--- src/utwm_defines.vh ---
`ifndef UTWM_DEFINES_VH
`define UTWM_DEFINES_VH

// ==========================================================================
// Register offsets within the device control memory window.
// ==========================================================================
`define UTWM_OFF_W1_CTRL 8'h14
`define UTWM_OFF_W1_BASE 8'h18
`define UTWM_OFF_W1_LIMIT 8'h1C
`define UTWM_OFF_W2_CTRL 8'h20
`define UTWM_OFF_W2_BASE 8'h24
`define UTWM_OFF_W2_LIMIT 8'h28

// ==========================================================================
// Control register fields and reset values.
// ==========================================================================
`define UTWM_CTRL_ACTIVE_BIT 0
`define UTWM_CTRL_TC_LSB 1
`define UTWM_CTRL_TC_MSB 3
`define UTWM_CTRL_WIDTH 16
`define UTWM_CTRL_RESET 16'h0000
`define UTWM_ADDR_RESET 32'h00000000
`define UTWM_TC_ZERO 3'h0

`endif

--- src/utwm_window_map.v ---
`timescale 1ns/1ps
`include "utwm_defines.vh"

// How it works
// - Control register bits 15:4 read zero; writes to them are dropped.
// - Control bits 3:1 hold a read/write traffic class select, reset zero.
// - A window with its active bit clear never affects classification.
// - Active window: memory transactions inside its range get its traffic class unless a lower numbered window also matches.
// - Each window has a full 32-bit read/write base register.
// - Each window has a full 32-bit read/write limit register.
// - Base and limit store writes even while their window is disabled.
// - Control registers read all zeros after reset.
// - Non-zero classes only while the global upstream permit is set.
module utwm_window_map #(
  parameter NUM_WIN = 2
) (
  input wire clk,
  input wire rst,
  input wire reg_wr,
  input wire reg_rd,
  input wire [7:0] reg_addr,
  input wire [31:0] reg_wdata,
  output wire [31:0] reg_rdata,
  input wire global_upstream_class_permit,
  input wire up_valid,
  input wire up_is_mem,
  input wire [31:0] up_addr,
  output wire up_tc_valid,
  output wire [2:0] up_tc,
  output wire up_hit
);

  // ==========================================================================
  // Reset images, field views and chains shared by all windows.
  // ==========================================================================
  localparam [`UTWM_CTRL_WIDTH-1:0] CTRL_RESET = `UTWM_CTRL_RESET;
  localparam ACTIVE_RESET = CTRL_RESET[`UTWM_CTRL_ACTIVE_BIT];
  localparam [2:0] TC_RESET = CTRL_RESET[`UTWM_CTRL_TC_MSB:`UTWM_CTRL_TC_LSB];

  // Only bits 3:0 of a control write have storage; the reserved bits are dropped.
  wire wdata_active = reg_wdata[`UTWM_CTRL_ACTIVE_BIT];
  wire [2:0] wdata_tc = reg_wdata[`UTWM_CTRL_TC_MSB:`UTWM_CTRL_TC_LSB];

  wire [32*(NUM_WIN+1)-1:0] rd_chain;
  wire [NUM_WIN:0] claim_chain;
  wire [3*(NUM_WIN+1)-1:0] tc_chain;

  // Each window ORs its read word into the chain and claims a hit only if no lower window did.
  assign rd_chain[31:0] = 32'h00000000;
  assign claim_chain[0] = 1'b0;
  assign tc_chain[2:0] = `UTWM_TC_ZERO;

  genvar g;
  generate
    for (g = 0; g < NUM_WIN; g = g + 1) begin : g_win
      // Window registers repeat with a fixed stride from the first window's offsets.
      localparam [31:0] CTRL_OFF = `UTWM_OFF_W1_CTRL + (`UTWM_OFF_W2_CTRL - `UTWM_OFF_W1_CTRL) * g;
      localparam [31:0] BASE_OFF = `UTWM_OFF_W1_BASE + (`UTWM_OFF_W2_BASE - `UTWM_OFF_W1_BASE) * g;
      localparam [31:0] LIMIT_OFF = `UTWM_OFF_W1_LIMIT + (`UTWM_OFF_W2_LIMIT - `UTWM_OFF_W1_LIMIT) * g;

      wire [7:0] ctrl_off = CTRL_OFF[7:0];
      wire [7:0] base_off = BASE_OFF[7:0];
      wire [7:0] limit_off = LIMIT_OFF[7:0];

      wire sel_ctrl;
      wire sel_base;
      wire sel_limit;
      wire wr_ctrl;
      wire wr_base;
      wire wr_limit;

      reg window_active_q;
      reg window_active_d;
      reg [2:0] traffic_class_select_q;
      reg [2:0] traffic_class_select_d;
      reg [31:0] base_q;
      reg [31:0] base_d;
      reg [31:0] limit_q;
      reg [31:0] limit_d;

      wire [31:0] ctrl_word;
      reg [31:0] rd_word;
      wire above_base;
      wire below_limit;
      wire win_match;
      reg claim_here;
      reg [2:0] tc_here;

      // ======================================================================
      // Offset decode for this window.
      // ======================================================================
      assign sel_ctrl = (reg_addr == ctrl_off);
      assign sel_base = (reg_addr == base_off);
      assign sel_limit = (reg_addr == limit_off);
      assign wr_ctrl = reg_wr && sel_ctrl;
      assign wr_base = reg_wr && sel_base;
      assign wr_limit = reg_wr && sel_limit;

      // ======================================================================
      // Next register values.
      // ======================================================================
      always @* begin
        window_active_d = window_active_q;
        if (wr_ctrl) begin
          window_active_d = wdata_active;
        end
      end

      always @* begin
        traffic_class_select_d = traffic_class_select_q;
        if (wr_ctrl) begin
          traffic_class_select_d = wdata_tc;
        end
      end

      // Base and limit always accept writes; a disabled window just keeps them as scratch.
      always @* begin
        base_d = base_q;
        if (wr_base) begin
          base_d = reg_wdata;
        end
      end

      always @* begin
        limit_d = limit_q;
        if (wr_limit) begin
          limit_d = reg_wdata;
        end
      end

      // ======================================================================
      // Register flops.
      // ======================================================================
      // Every register returns to its reset image, so each window starts disabled.
      always @(posedge clk) begin
        if (rst) begin
          window_active_q <= ACTIVE_RESET;
        end else begin
          window_active_q <= window_active_d;
        end
      end

      always @(posedge clk) begin
        if (rst) begin
          traffic_class_select_q <= TC_RESET;
        end else begin
          traffic_class_select_q <= traffic_class_select_d;
        end
      end

      always @(posedge clk) begin
        if (rst) begin
          base_q <= `UTWM_ADDR_RESET;
        end else begin
          base_q <= base_d;
        end
      end

      always @(posedge clk) begin
        if (rst) begin
          limit_q <= `UTWM_ADDR_RESET;
        end else begin
          limit_q <= limit_d;
        end
      end

      // ======================================================================
      // Read word for this window.
      // ======================================================================
      assign ctrl_word = {28'h0000000, traffic_class_select_q, window_active_q};
      // The offset decodes are one-hot, so at most one branch applies.
      always @* begin
        rd_word = 32'h00000000;
        if (sel_ctrl) begin
          rd_word = ctrl_word;
        end
        if (sel_base) begin
          rd_word = base_q;
        end
        if (sel_limit) begin
          rd_word = limit_q;
        end
      end
      assign rd_chain[32*(g+1) +: 32] = rd_chain[32*g +: 32] | rd_word;

      // ======================================================================
      // Match and priority for this window.
      // ======================================================================
      assign above_base = (up_addr >= base_q);
      assign below_limit = (up_addr <= limit_q);
      // A disabled window never matches, so it cannot touch the class of any transaction.
      assign win_match = window_active_q && up_is_mem && above_base && below_limit;

      // A lower numbered window that already matched keeps its class.
      always @* begin
        claim_here = claim_chain[g];
        tc_here = tc_chain[3*g +: 3];
        if (win_match && !claim_chain[g]) begin
          claim_here = 1'b1;
          tc_here = traffic_class_select_q;
        end
      end
      assign claim_chain[g+1] = claim_here;
      assign tc_chain[3*(g+1) +: 3] = tc_here;
    end
  endgenerate

  // ==========================================================================
  // Register read port.
  // ==========================================================================
  reg [31:0] reg_rdata_q;
  reg [31:0] reg_rdata_d;

  // Unmapped offsets select no window and so read zero.
  // The read data holds between reads so software may sample it late.
  always @* begin
    reg_rdata_d = reg_rdata_q;
    if (reg_rd) begin
      reg_rdata_d = rd_chain[32*NUM_WIN +: 32];
    end
  end

  always @(posedge clk) begin
    if (rst) begin
      reg_rdata_q <= 32'h00000000;
    end else begin
      reg_rdata_q <= reg_rdata_d;
    end
  end

  // ==========================================================================
  // Classification, registered one cycle after the request.
  // ==========================================================================
  reg [2:0] mapped_tc;
  reg up_tc_valid_q;
  reg up_tc_valid_d;
  reg [2:0] up_tc_q;
  reg [2:0] up_tc_d;
  reg up_hit_q;
  reg up_hit_d;

  // The hit is still reported when the global permit forces class zero.
  always @* begin
    mapped_tc = tc_chain[3*NUM_WIN +: 3];
    if (!global_upstream_class_permit) begin
      mapped_tc = `UTWM_TC_ZERO;
    end
  end

  // A request sees the window state in force before a write on the same edge.
  always @* begin
    up_tc_valid_d = up_valid;
  end

  always @* begin
    up_tc_d = up_tc_q;
    if (up_valid) begin
      up_tc_d = mapped_tc;
    end
  end

  always @* begin
    up_hit_d = up_hit_q;
    if (up_valid) begin
      up_hit_d = claim_chain[NUM_WIN];
    end
  end

  // The class and hit hold until the next request.
  always @(posedge clk) begin
    if (rst) begin
      up_tc_valid_q <= 1'b0;
    end else begin
      up_tc_valid_q <= up_tc_valid_d;
    end
  end

  always @(posedge clk) begin
    if (rst) begin
      up_tc_q <= `UTWM_TC_ZERO;
    end else begin
      up_tc_q <= up_tc_d;
    end
  end

  always @(posedge clk) begin
    if (rst) begin
      up_hit_q <= 1'b0;
    end else begin
      up_hit_q <= up_hit_d;
    end
  end

  // ==========================================================================
  // Output ports.
  // ==========================================================================
  assign reg_rdata = reg_rdata_q;
  assign up_tc_valid = up_tc_valid_q;
  assign up_tc = up_tc_q;
  assign up_hit = up_hit_q;

endmodule
--- config.mk ---
export PLATFORM = sky130hd
export DESIGN_NAME = utwm_window_map
export DESIGN_NICKNAME = d
export VERILOG_FILES = /design/src/utwm_window_map.v
export VERILOG_INCLUDE_DIRS = /design/src
export SDC_FILE = /design/constraint.sdc
export NUM_CORES = 1
export LEC_CHECK = 0
export BUFFER_PORTS_ARGS = -buffer_cell sky130_fd_sc_hd__buf_4
export CORE_MARGIN = 2
export CORE_UTILIZATION = 45
export DETAILED_ROUTE_END_ITERATION = 8
export GPL_TIMING_DRIVEN = 0
export HOLD_SLACK_MARGIN = 0.03
export PLACE_DENSITY = 0.67
export SETUP_SLACK_MARGIN = 0.2
export SYNTH_ARGS = -nofsm -noshare
export SYNTH_HDL_FRONTEND = slang
export SYNTH_SLANG_ARGS = --single-unit
--- constraint.sdc ---
create_clock -name clk -period 2.3 [get_ports clk]
set_clock_uncertainty 0.15 [all_clocks]
set_input_delay 0.115 -clock clk [delete_from_list [all_inputs] [get_ports clk]]
set_output_delay 0.115 -clock clk [all_outputs]
set_load 0.01 [all_outputs]
* After elaboration in Yosys (flattened, before gate mapping)
Cells that the tools add are included.
** Word-level totals
- Bits in registers :: 173
- Input port bits :: 79
- Output and inout port bits :: 37
- Word-level logic and storage cells :: 48
** Cells by class
- $lt $le $gt $ge :: 4
- Equality and inequality tests :: 6
- Multiplexer cells :: 11
- Bitwise gates (word level) :: 1
- Reduce and logical (&&, ||, !) cells :: 14
** Operators with widths (number)
- $mux 32 :: 4
- $ge 32x32->1 :: 2
- $le 32x32->1 :: 2
- $or 32x32->32 :: 1
- $eq 8x5->1 const B :: 3
- $eq 8x6->1 const B :: 3
- $logic_and 1x1->1 :: 13
- $mux 3 :: 3
- $mux 4 :: 2
- $mux 1 :: 2
- $logic_not 1->1 :: 1

* Longest topological paths before layout
Gate-level depths: netlist of run 1.
- Depth after elaboration :: 8
- Mapped depth :: 9
- Gate-level depth less buffers :: 9

* Least setup slack after synthesis of run 1
OpenSTA, ideal clock, no wires.
- Path type :: register -> register
- From :: reg g_win[1].base_q[0]
- To :: reg up_hit_q, in the netlist up_hit
- Setup time :: 134 ps
- Arrival time :: 2104 ps
- Path slack :: -88 ps
- Stages on the path, launching flop included :: 9
- Cells stage by stage :: dfxtp_1 ha_1 nand2b_4 a2111oi_2 nor3_1 or4_1 a211o_1 a22oi_1 a211oi_1
** On the way
- Word-level cells in the longest chain between the ends :: 5
** Ends and longest elaborated chain
- start, declared :: RTL line utwm_window_map.v:76 : reg [31:0] base_q;
- start signal, assigned :: RTL line utwm_window_map.v:153 : base_q <= `UTWM_ADDR_RESET;
- start signal, assigned :: RTL line utwm_window_map.v:155 : base_q <= base_d;
- $ge 32x32->1 :: RTL line utwm_window_map.v:189 : assign above_base = (up_addr >= base_q);
- $logic_and 1x1->1 (2 in series) :: RTL line utwm_window_map.v:192 : assign win_match = window_active_q && up_is_mem && above_base && below_limit;
- $logic_and 1x1->1 :: RTL line utwm_window_map.v:198 : if (win_match && !claim_chain[g]) begin
- $mux 1 :: RTL line utwm_window_map.v:198
- end signal, assigned :: RTL line utwm_window_map.v:290 : up_hit_q <= up_hit_d;
- end, declared :: RTL line utwm_window_map.v:239 : reg up_hit_q;
Every way passes these cells.
A chain may end at the register's enable or synchronous reset.

* Final worst setup path of run 1
Same ends and word-level chain as after synthesis.

==> results.md, run 1 <==
- FF+latch count, synth: 173
- WL met2: 15.2 mm
- LEAKAGE: 4.43 nW
- Final Cycle Share: 112%
- Tmin final: 2.58 ns
- Row Count: 54
- Status: complete, but fails checks
- Clk Latency, worst-skew pair: 0.44 ns
- Fin Hold WS: 0.00235 ns
- Setup Viol. Count Final: 4
- Worst path max stage delay: between 0.5 and 0.6 ns
- Fill cells: 2,028
- Syn Nets: 1,487
- Most used cells in the layout excluding fill and tap cells: nand2_1 (314), a21oi_1 (182), dfxtp_1 (152), buf_4 (126), inv_1 (124)
- FFs w/ async S/R, synth: 0%
- Critical path arrival: ~2.7 ns
- Final WS setup: -0.282 ns
- Met3 wire length: about 2.5 mm
- Core area: ~0.022 sq mm
- I/O Buffers: approximately 110
- Post-synthesis cell area: between 0.009 and 0.01 sq mm
- Largest net degree at the start of global routing: 17
- RSZ-0062 raised after global routing: yes
- Initial core utilization: 45.5%
- Clock sink count: 173
- Pwr/cell area: between 500 and 600 mW/mm^2
- Sequential cell area fraction in the yosys report: 35.2%
- Hold Fails Final Rpt: 0
- CTS tree: built
- Max H-tree Level: 4
- First DRT Iteration DRCs: around 800
- Placed cells: between 1,500 and 2,000
- Crit Path Max Fanout: 2
- Finished Layout Cells: ~1,800
- Top_reg_cell synth: dfxtp_1
- Final WL: between 30 and 40 mm
- Top cell type's share of synthesized area: between 30% and 40%
- Vias per cell: between 5 and 6
- Total CTS buffers: 17
- Via count: roughly 10,000
- Drt wl/cell: 18.7 um
- Worst Tran Pin Value: 0.794 ns
- Fin. max-slew vios: 0
- Most area-consuming cells after synthesis: dfxtp_1 (35%), ha_1 (16%), nand2_1 (12%), a21oi_1 (9.4%), inv_1 (4.9%)
- Number of max-cap violations: 0
- Clock Tree Buf Depth: 2
- CP endpoint kind: flop
- Num ports: approximately 120
- Dpl hpwl: between 20 and 25 mm
- Total GRT Usage: 28.1%
- Ys Warns: 0
- Routed Antenna Nets: 0
- CP required: between 2 and 2.5 ns
- Drt drc: 0
- Die Wd: 152 um
- Relative slew slack: between 40% and 50%
- F_max: 387 MHz
- Commonest non-fill, non-tap cell in the layout: nand2_1
- Vias in the first global route: 9,536
- Setup slack, reg-to-reg: -0.28 ns
- CTS Root Cell: clkbuf_16
- Critical path cell sequence: ha_4, nand2b_4, a2111oi_4, nor3_2, or4_4, a211o_1, a22oi_2, a211oi_1
- Slowest cell on the critical path: or4_4
- Syn Area/Cell: ~7.7 sq um
- Area grow syn2layout: 27.0%
- Layout cell share with drive strength beyond 1: 16.9%
- Yosys top cell by area: dfxtp_1
- Antenna violations before repair: 0
- Die Y: 152 um
- Cells after Synth: between 1,000 and 1,500
- Grt ovf: 0
- Yosys cell types: 46
- Worst VDD drop: 498 uV
- Worst min-delay path class: input port to flop
- Drt pass-1 iters: 6
- Total Nets Final: 1,670
- CP startpoint kind: flop
- Clock Pin Slew Worst Setup and Hold Paths: 0.07 ns
- Met1 WL: 13.8 mm
- DR top layer: met4
- Die area: 0.0230 sq mm
- N_diodes: 0
- Failing checks: setup timing
- Crit path kind: flop to flop
- Global-route wire length before repair: between 50 and 60 mm
- Number of flops mapped to enable cells by yosys: 0
- GP Congestion: 0.918
cells by family after synthesis:
kind of cell               synth area share, %
and+or+nand+nor                           18.7
AOI/OAI and AO/OA                         21.9
buffers and inverters                     7.87
DFF                                       35.2
adders and majority gates                 16.3
power by group:
group | switching (mW) | total, mW | internal [mW]
Combinational | 0.449 | 0.797 | 0.347
Sequential | 0.0194 | 3.04 | 3.02
Clock | 1.34 | 3.18 | 1.84
critical path, delay by kind of cell, from the launching register on:
| kind | cells | cell delay (ns) |
|---|---|---|
| AO/OA/AOI/OAI | 4 | 0.99 |
| adder cells (fa/ha/maj) | 1 | 0.20 |
| flip-flops | 1 | 0.36 |
| AND/OR/NAND/NOR | 3 | 0.76 |
worst paths after layout:
path	start	endpoint	depth (start not counted)
worst min register to register	g_win[0].limit_q[8]	g_win[0].limit_q[8]	2
worst min-delay path	reg_addr[0]	g_win[1].window_active_q	5
worst max register to register	g_win[1].base_q[0]	up_hit	8
worst max-delay path	g_win[1].base_q[0]	up_hit	8
synth_stat cells (all sizes together) (2+ instances only):
| cell type | count |
|---|---|
| a211oi | 5 |
| a21o | 6 |
| a21oi | 184 |
| a221oi | 3 |
| a222oi | 8 |
| a22oi | 59 |
| a2bb2oi | 2 |
| a311oi | 32 |
| a41oi | 2 |
| and2 | 7 |
| and4 | 2 |
| buf | 26 |
| clkbuf | 43 |
| dfxtp | 173 |
| ha | 128 |
| inv | 129 |
| nand2 | 315 |
| nand2b | 4 |
| nand3 | 13 |
| nand3b | 2 |
| nand4 | 21 |
| nor2 | 53 |
| nor2b | 4 |
| nor3 | 7 |
| nor4 | 7 |
| o211ai | 8 |
| o21a | 3 |
| o21ai | 22 |
| or4 | 2 |
per-layer routing:
layer  vias up  global-route usage [%]
li1       4799                       -
met1      4661                    36.3
met2       444                    46.2
met3        93                    5.08
met4         0                    12.1
met5         -                       0
timing repair:
action,CTS,global route
hold buffers,35,2
pin swaps,16,19
setup buffers,11,4
cloned,0,0
endpoints found under the setup margin,5,83
endpoints found under the hold margin,140,2
resized for setup,33,41
final cells by class:
type / instances / area [sq um] / area share, %
multi-input cells: 909 / 5890 / 47.2
flip-flops and latches: 173 / 3490 / 28.0
repair buffers: 164 / 1340 / 10.7
inverters: 129 / 484 / 3.88
clock buffers: 17 / 425 / 3.41
well taps: 280 / 350 / 2.81
plain buffers: 69 / 294 / 2.35
clock inverters: 14 / 211 / 1.69
flip-flops by register name (all words and copies together), names as in the netlist:
name and cells:
g_win.base_q 64, g_win.limit_q 64, g_win.traffic_class_select_q 6, g_win.window_active_q 2, reg_rdata 32, up_hit 1, up_tc 3, up_tc_valid 1
metrics by stage:
| step | utilization [%] | setup WS, ns | TNS [ns] | total power, mW | area (sq um) |
|---|---|---|---|---|---|
| 6_report | 57.8 | -0.282 | -0.807 | 7.02 | 12500 |
| 5_1_grt | 57.8 | -0.364 | -1.13 | 7.25 | 12500 |
| 4_1_cts | 56.8 | -0.262 | -0.809 | 7.01 | 12300 |
| 3_5_place_dp | 51.2 | -0.804 | -15.97 | 3.81 | 11100 |
| 3_3_place_gp | 51.2 | -0.819 | -10.71 | 3.79 | 11100 |
| 2_1_floorplan | - | 0.000952 | 0 | 3.45 | 9870 |
Note: power is estimated with default switching activity, not from simulation.
==> run 2: changes to the inputs <==
SKIP_CTS_REPAIR_TIMING = 1   (was unset)
==> results.md, run 2 (synthesis results as in run 1) <==
- RSZ-0062 raised after global routing: yes (unchanged)
- FF-to-FF path depth: 8 (unchanged)
- Worst VDD drop: 486 uV (was 498 uV)
- Slowest cell on the critical path: or4_4 (unchanged)
- Final WL: 32.5 mm (was 32.8 mm)
- Status: complete, but fails checks (unchanged)
- Met3 wire length: 2.29 mm (was 2.53 mm)
- Power share of the combinational group: 11.1% (was 11.3%)
- CP startpoint kind: flop (unchanged)
- Critical path cell sequence: ha_4, nand2b_4, a2111oi_4, nor3_2, or4_4, a211o_1, a22oi_2, a211oi_1 (unchanged)
- First DRT Iteration DRCs: 752 (was 777)
- Routed Antenna Nets: 0 (unchanged)
- Switching Fraction: 25.7% (was 25.8%)
- WHS Endpoint: g_win[1].window_active_q (unchanged)
- Worst R2R Start: g_win[1].base_q[0] (unchanged)
- Drt drc: 0 (unchanged)
- DR top layer: met4 (unchanged)
- Met1 WL: 14.0 mm (was 13.8 mm)
- Critical path arrival: 2.72 ns (was 2.73 ns)
- Max H-tree Level: 4 (unchanged)
- Vias per cell: 5.67 (was 5.70)
- Initial core utilization: 45.5% (unchanged)
- CP endpoint kind: flop (unchanged)
- I/O Buffers: 112 (unchanged)
- Pwr/cell area: 569 mW/mm^2 (was 562 mW/mm^2)
- Area grow syn2layout: 25.3% (was 27.0%)
- Drt wl/cell: 18.6 um (was 18.7 um)
- Switching power total: 1.80 mW (was 1.81 mW)
- Clock Power Share: 45.4% (was 45.3%)
- Clock Pin Slew Worst Setup and Hold Paths: 0.07 ns (about the same)
- Setup Viol. Count Final: 4 (unchanged)
- Antenna violations before repair: 0 (unchanged)
- F_max: 389 MHz (was 387 MHz)
- Via count: 9,892 (was 9,997)
- Num ports: 116 (unchanged)
- Relative slew slack: 39.5% (was 47.1%)
- Core Util, Final: 57.0% (was 57.8%)
- Crit Path Max Fanout: 2 (unchanged)
- Reg-to-Reg End: up_hit (unchanged)
- Worst Tran Pin Value: 0.905 ns (was 0.794 ns)
- Global-route wire length before repair: 50.5 mm (was 51.3 mm)
- Hold Fails Final Rpt: 4 (was 0)
- Commonest non-fill, non-tap cell in the layout: nand2_1 (unchanged)
- Row Count: 54 (unchanged)
- Hold Path Origin: reg_addr[3] (was reg_addr[0])
- Critical path's top delay family: compound AO/OA/AOI/OAI gates (unchanged)
- Clk Latency, worst-skew pair: 0.44 ns (about the same)
- Die area: 0.0230 sq mm (unchanged)
- Number of max-cap violations: 0 (unchanged)
- Core area: 0.0216 sq mm (unchanged)
- Hold Path Stages: 4 (was 5)
- Drt pass-1 iters: 6 (unchanged)
- Total GRT Usage: 27.7% (was 28.1%)
- CTS Root Cell: clkbuf_16 (unchanged)
- Dpl hpwl: 23.9 mm (unchanged)
- Largest net degree at the start of global routing: 17 (unchanged)
- Clock Tree Buf Depth: 2 (unchanged)
- Fill cells: 2,056 (was 2,028)
- Most used cells in the layout excluding fill and tap cells: nand2_1 (315), a21oi_1 (183), dfxtp_1 (159), inv_1 (128), ha_1 (123) (was nand2_1 (314), a21oi_1 (182), dfxtp_1 (152), buf_4 (126), inv_1 (124))
- Internal power: 5.20 mW (was 5.21 mW)
- LEAKAGE: 4.35 nW (was 4.43 nW)
- Buf+Inv Stages, Crit Path: 0 (unchanged)
- WL met2: 15.1 mm (was 15.2 mm)
- Tmin final: 2.57 ns (was 2.58 ns)
- Final Cycle Share: 112% (about the same)
- Failing checks: hold timing, setup timing (was setup timing)
- Setup slack, reg-to-reg: -0.27 ns (was -0.28 ns)
- N_diodes: 0 (unchanged)
- Worst path max stage delay: 0.54 ns (was 0.55 ns)
- Grt ovf: 0 (unchanged)
- Total Nets Final: 1,660 (was 1,670)
- CP required: 2.45 ns (about the same)
- Clock sink count: 173 (unchanged)
- Fin. max-slew vios: 0 (unchanged)
- CTS tree: built (unchanged)
- Die Wd: 152 um (unchanged)
- Crit path kind: flop to flop (unchanged)
- Power share of the sequential group: 43.4% (about the same)
- Fin Hold WS: -0.0742 ns (was 0.00235 ns)
- Layout cell share with drive strength beyond 1: 15.4% (was 16.9%)
- Vias in the first global route: 9,355 (was 9,536)
- Worst min-delay path class: input port to flop (unchanged)
- Total CTS buffers: 17 (unchanged)
- GP Congestion: 0.918 (unchanged)
- Die Y: 152 um (unchanged)
- Final WS setup: -0.271 ns (was -0.282 ns)
-- run 2: metal layers --
layer  GRT usage, %  vias to the layer above
met5              0                        -
met4           11.9                        0
met3           5.28                       76
met2           45.2                      397
met1           36.0                     4641
li1               -                     4778
-- run 2: worst min-delay path: stages --
cell     delay, ns
buf_4         0.10
nor4b_2       0.10
nand3_1       0.10
a21oi_1       0.05
-- run 2: power groups by stage --
stage	Combinational (mW)	Clock (mW)	Sequential, mW
finish	0.778	3.18	3.04
global route	0.858	3.32	3.05
CTS	0.699	3.20	3.04
detailed placement	0.694	0	3.11
global placement	0.679	0	3.11
floorplan	0.323	0	3.12
-- run 2: worst max-delay path by stage --
stage | startpoint | end | slack (ns) | cells after the start
finish | g_win[1].base_q[0] | up_hit | -0.27 | 8
detailed placement | g_win[0].limit_q[14] | up_hit | -0.80 | 9
floorplan | g_win[1].base_q[0] | up_hit | 0.001 | 8
global route | g_win[1].base_q[1] | up_hit | -0.36 | 8
CTS | g_win[0].limit_q[14] | up_hit | -0.80 | 9
global placement | g_win[0].limit_q[14] | up_hit | -0.82 | 9
-- run 2: final cells by class --
class	instances	area, sq um	area share [%]
repair buffers	154	1240	10.1
flip-flops and latches	173	3480	28.3
clock buffers	17	425	3.45
inverters	129	484	3.93
clock inverters	14	211	1.72
plain buffers	69	294	2.39
well taps	280	350	2.84
multi-input cells	909	5830	47.3
-- run 2: stage by stage --
stage / power [mW] / worst slack [ns] / cell area, sq um / instances / setup TNS [ns]
global placement: 3.79 / -0.819 / 11100 / 1672 / -10.71
floorplan: 3.45 / 0.000952 / 9870 / 1280 / 0
detailed placement: 3.81 / -0.804 / 11100 / 1672 / -15.97
global route: 7.23 / -0.364 / 12300 / 1745 / -1.16
finish: 7.00 / -0.271 / 12300 / 1745 / -0.772
CTS: 6.94 / -0.800 / 11700 / 1703 / -2.44
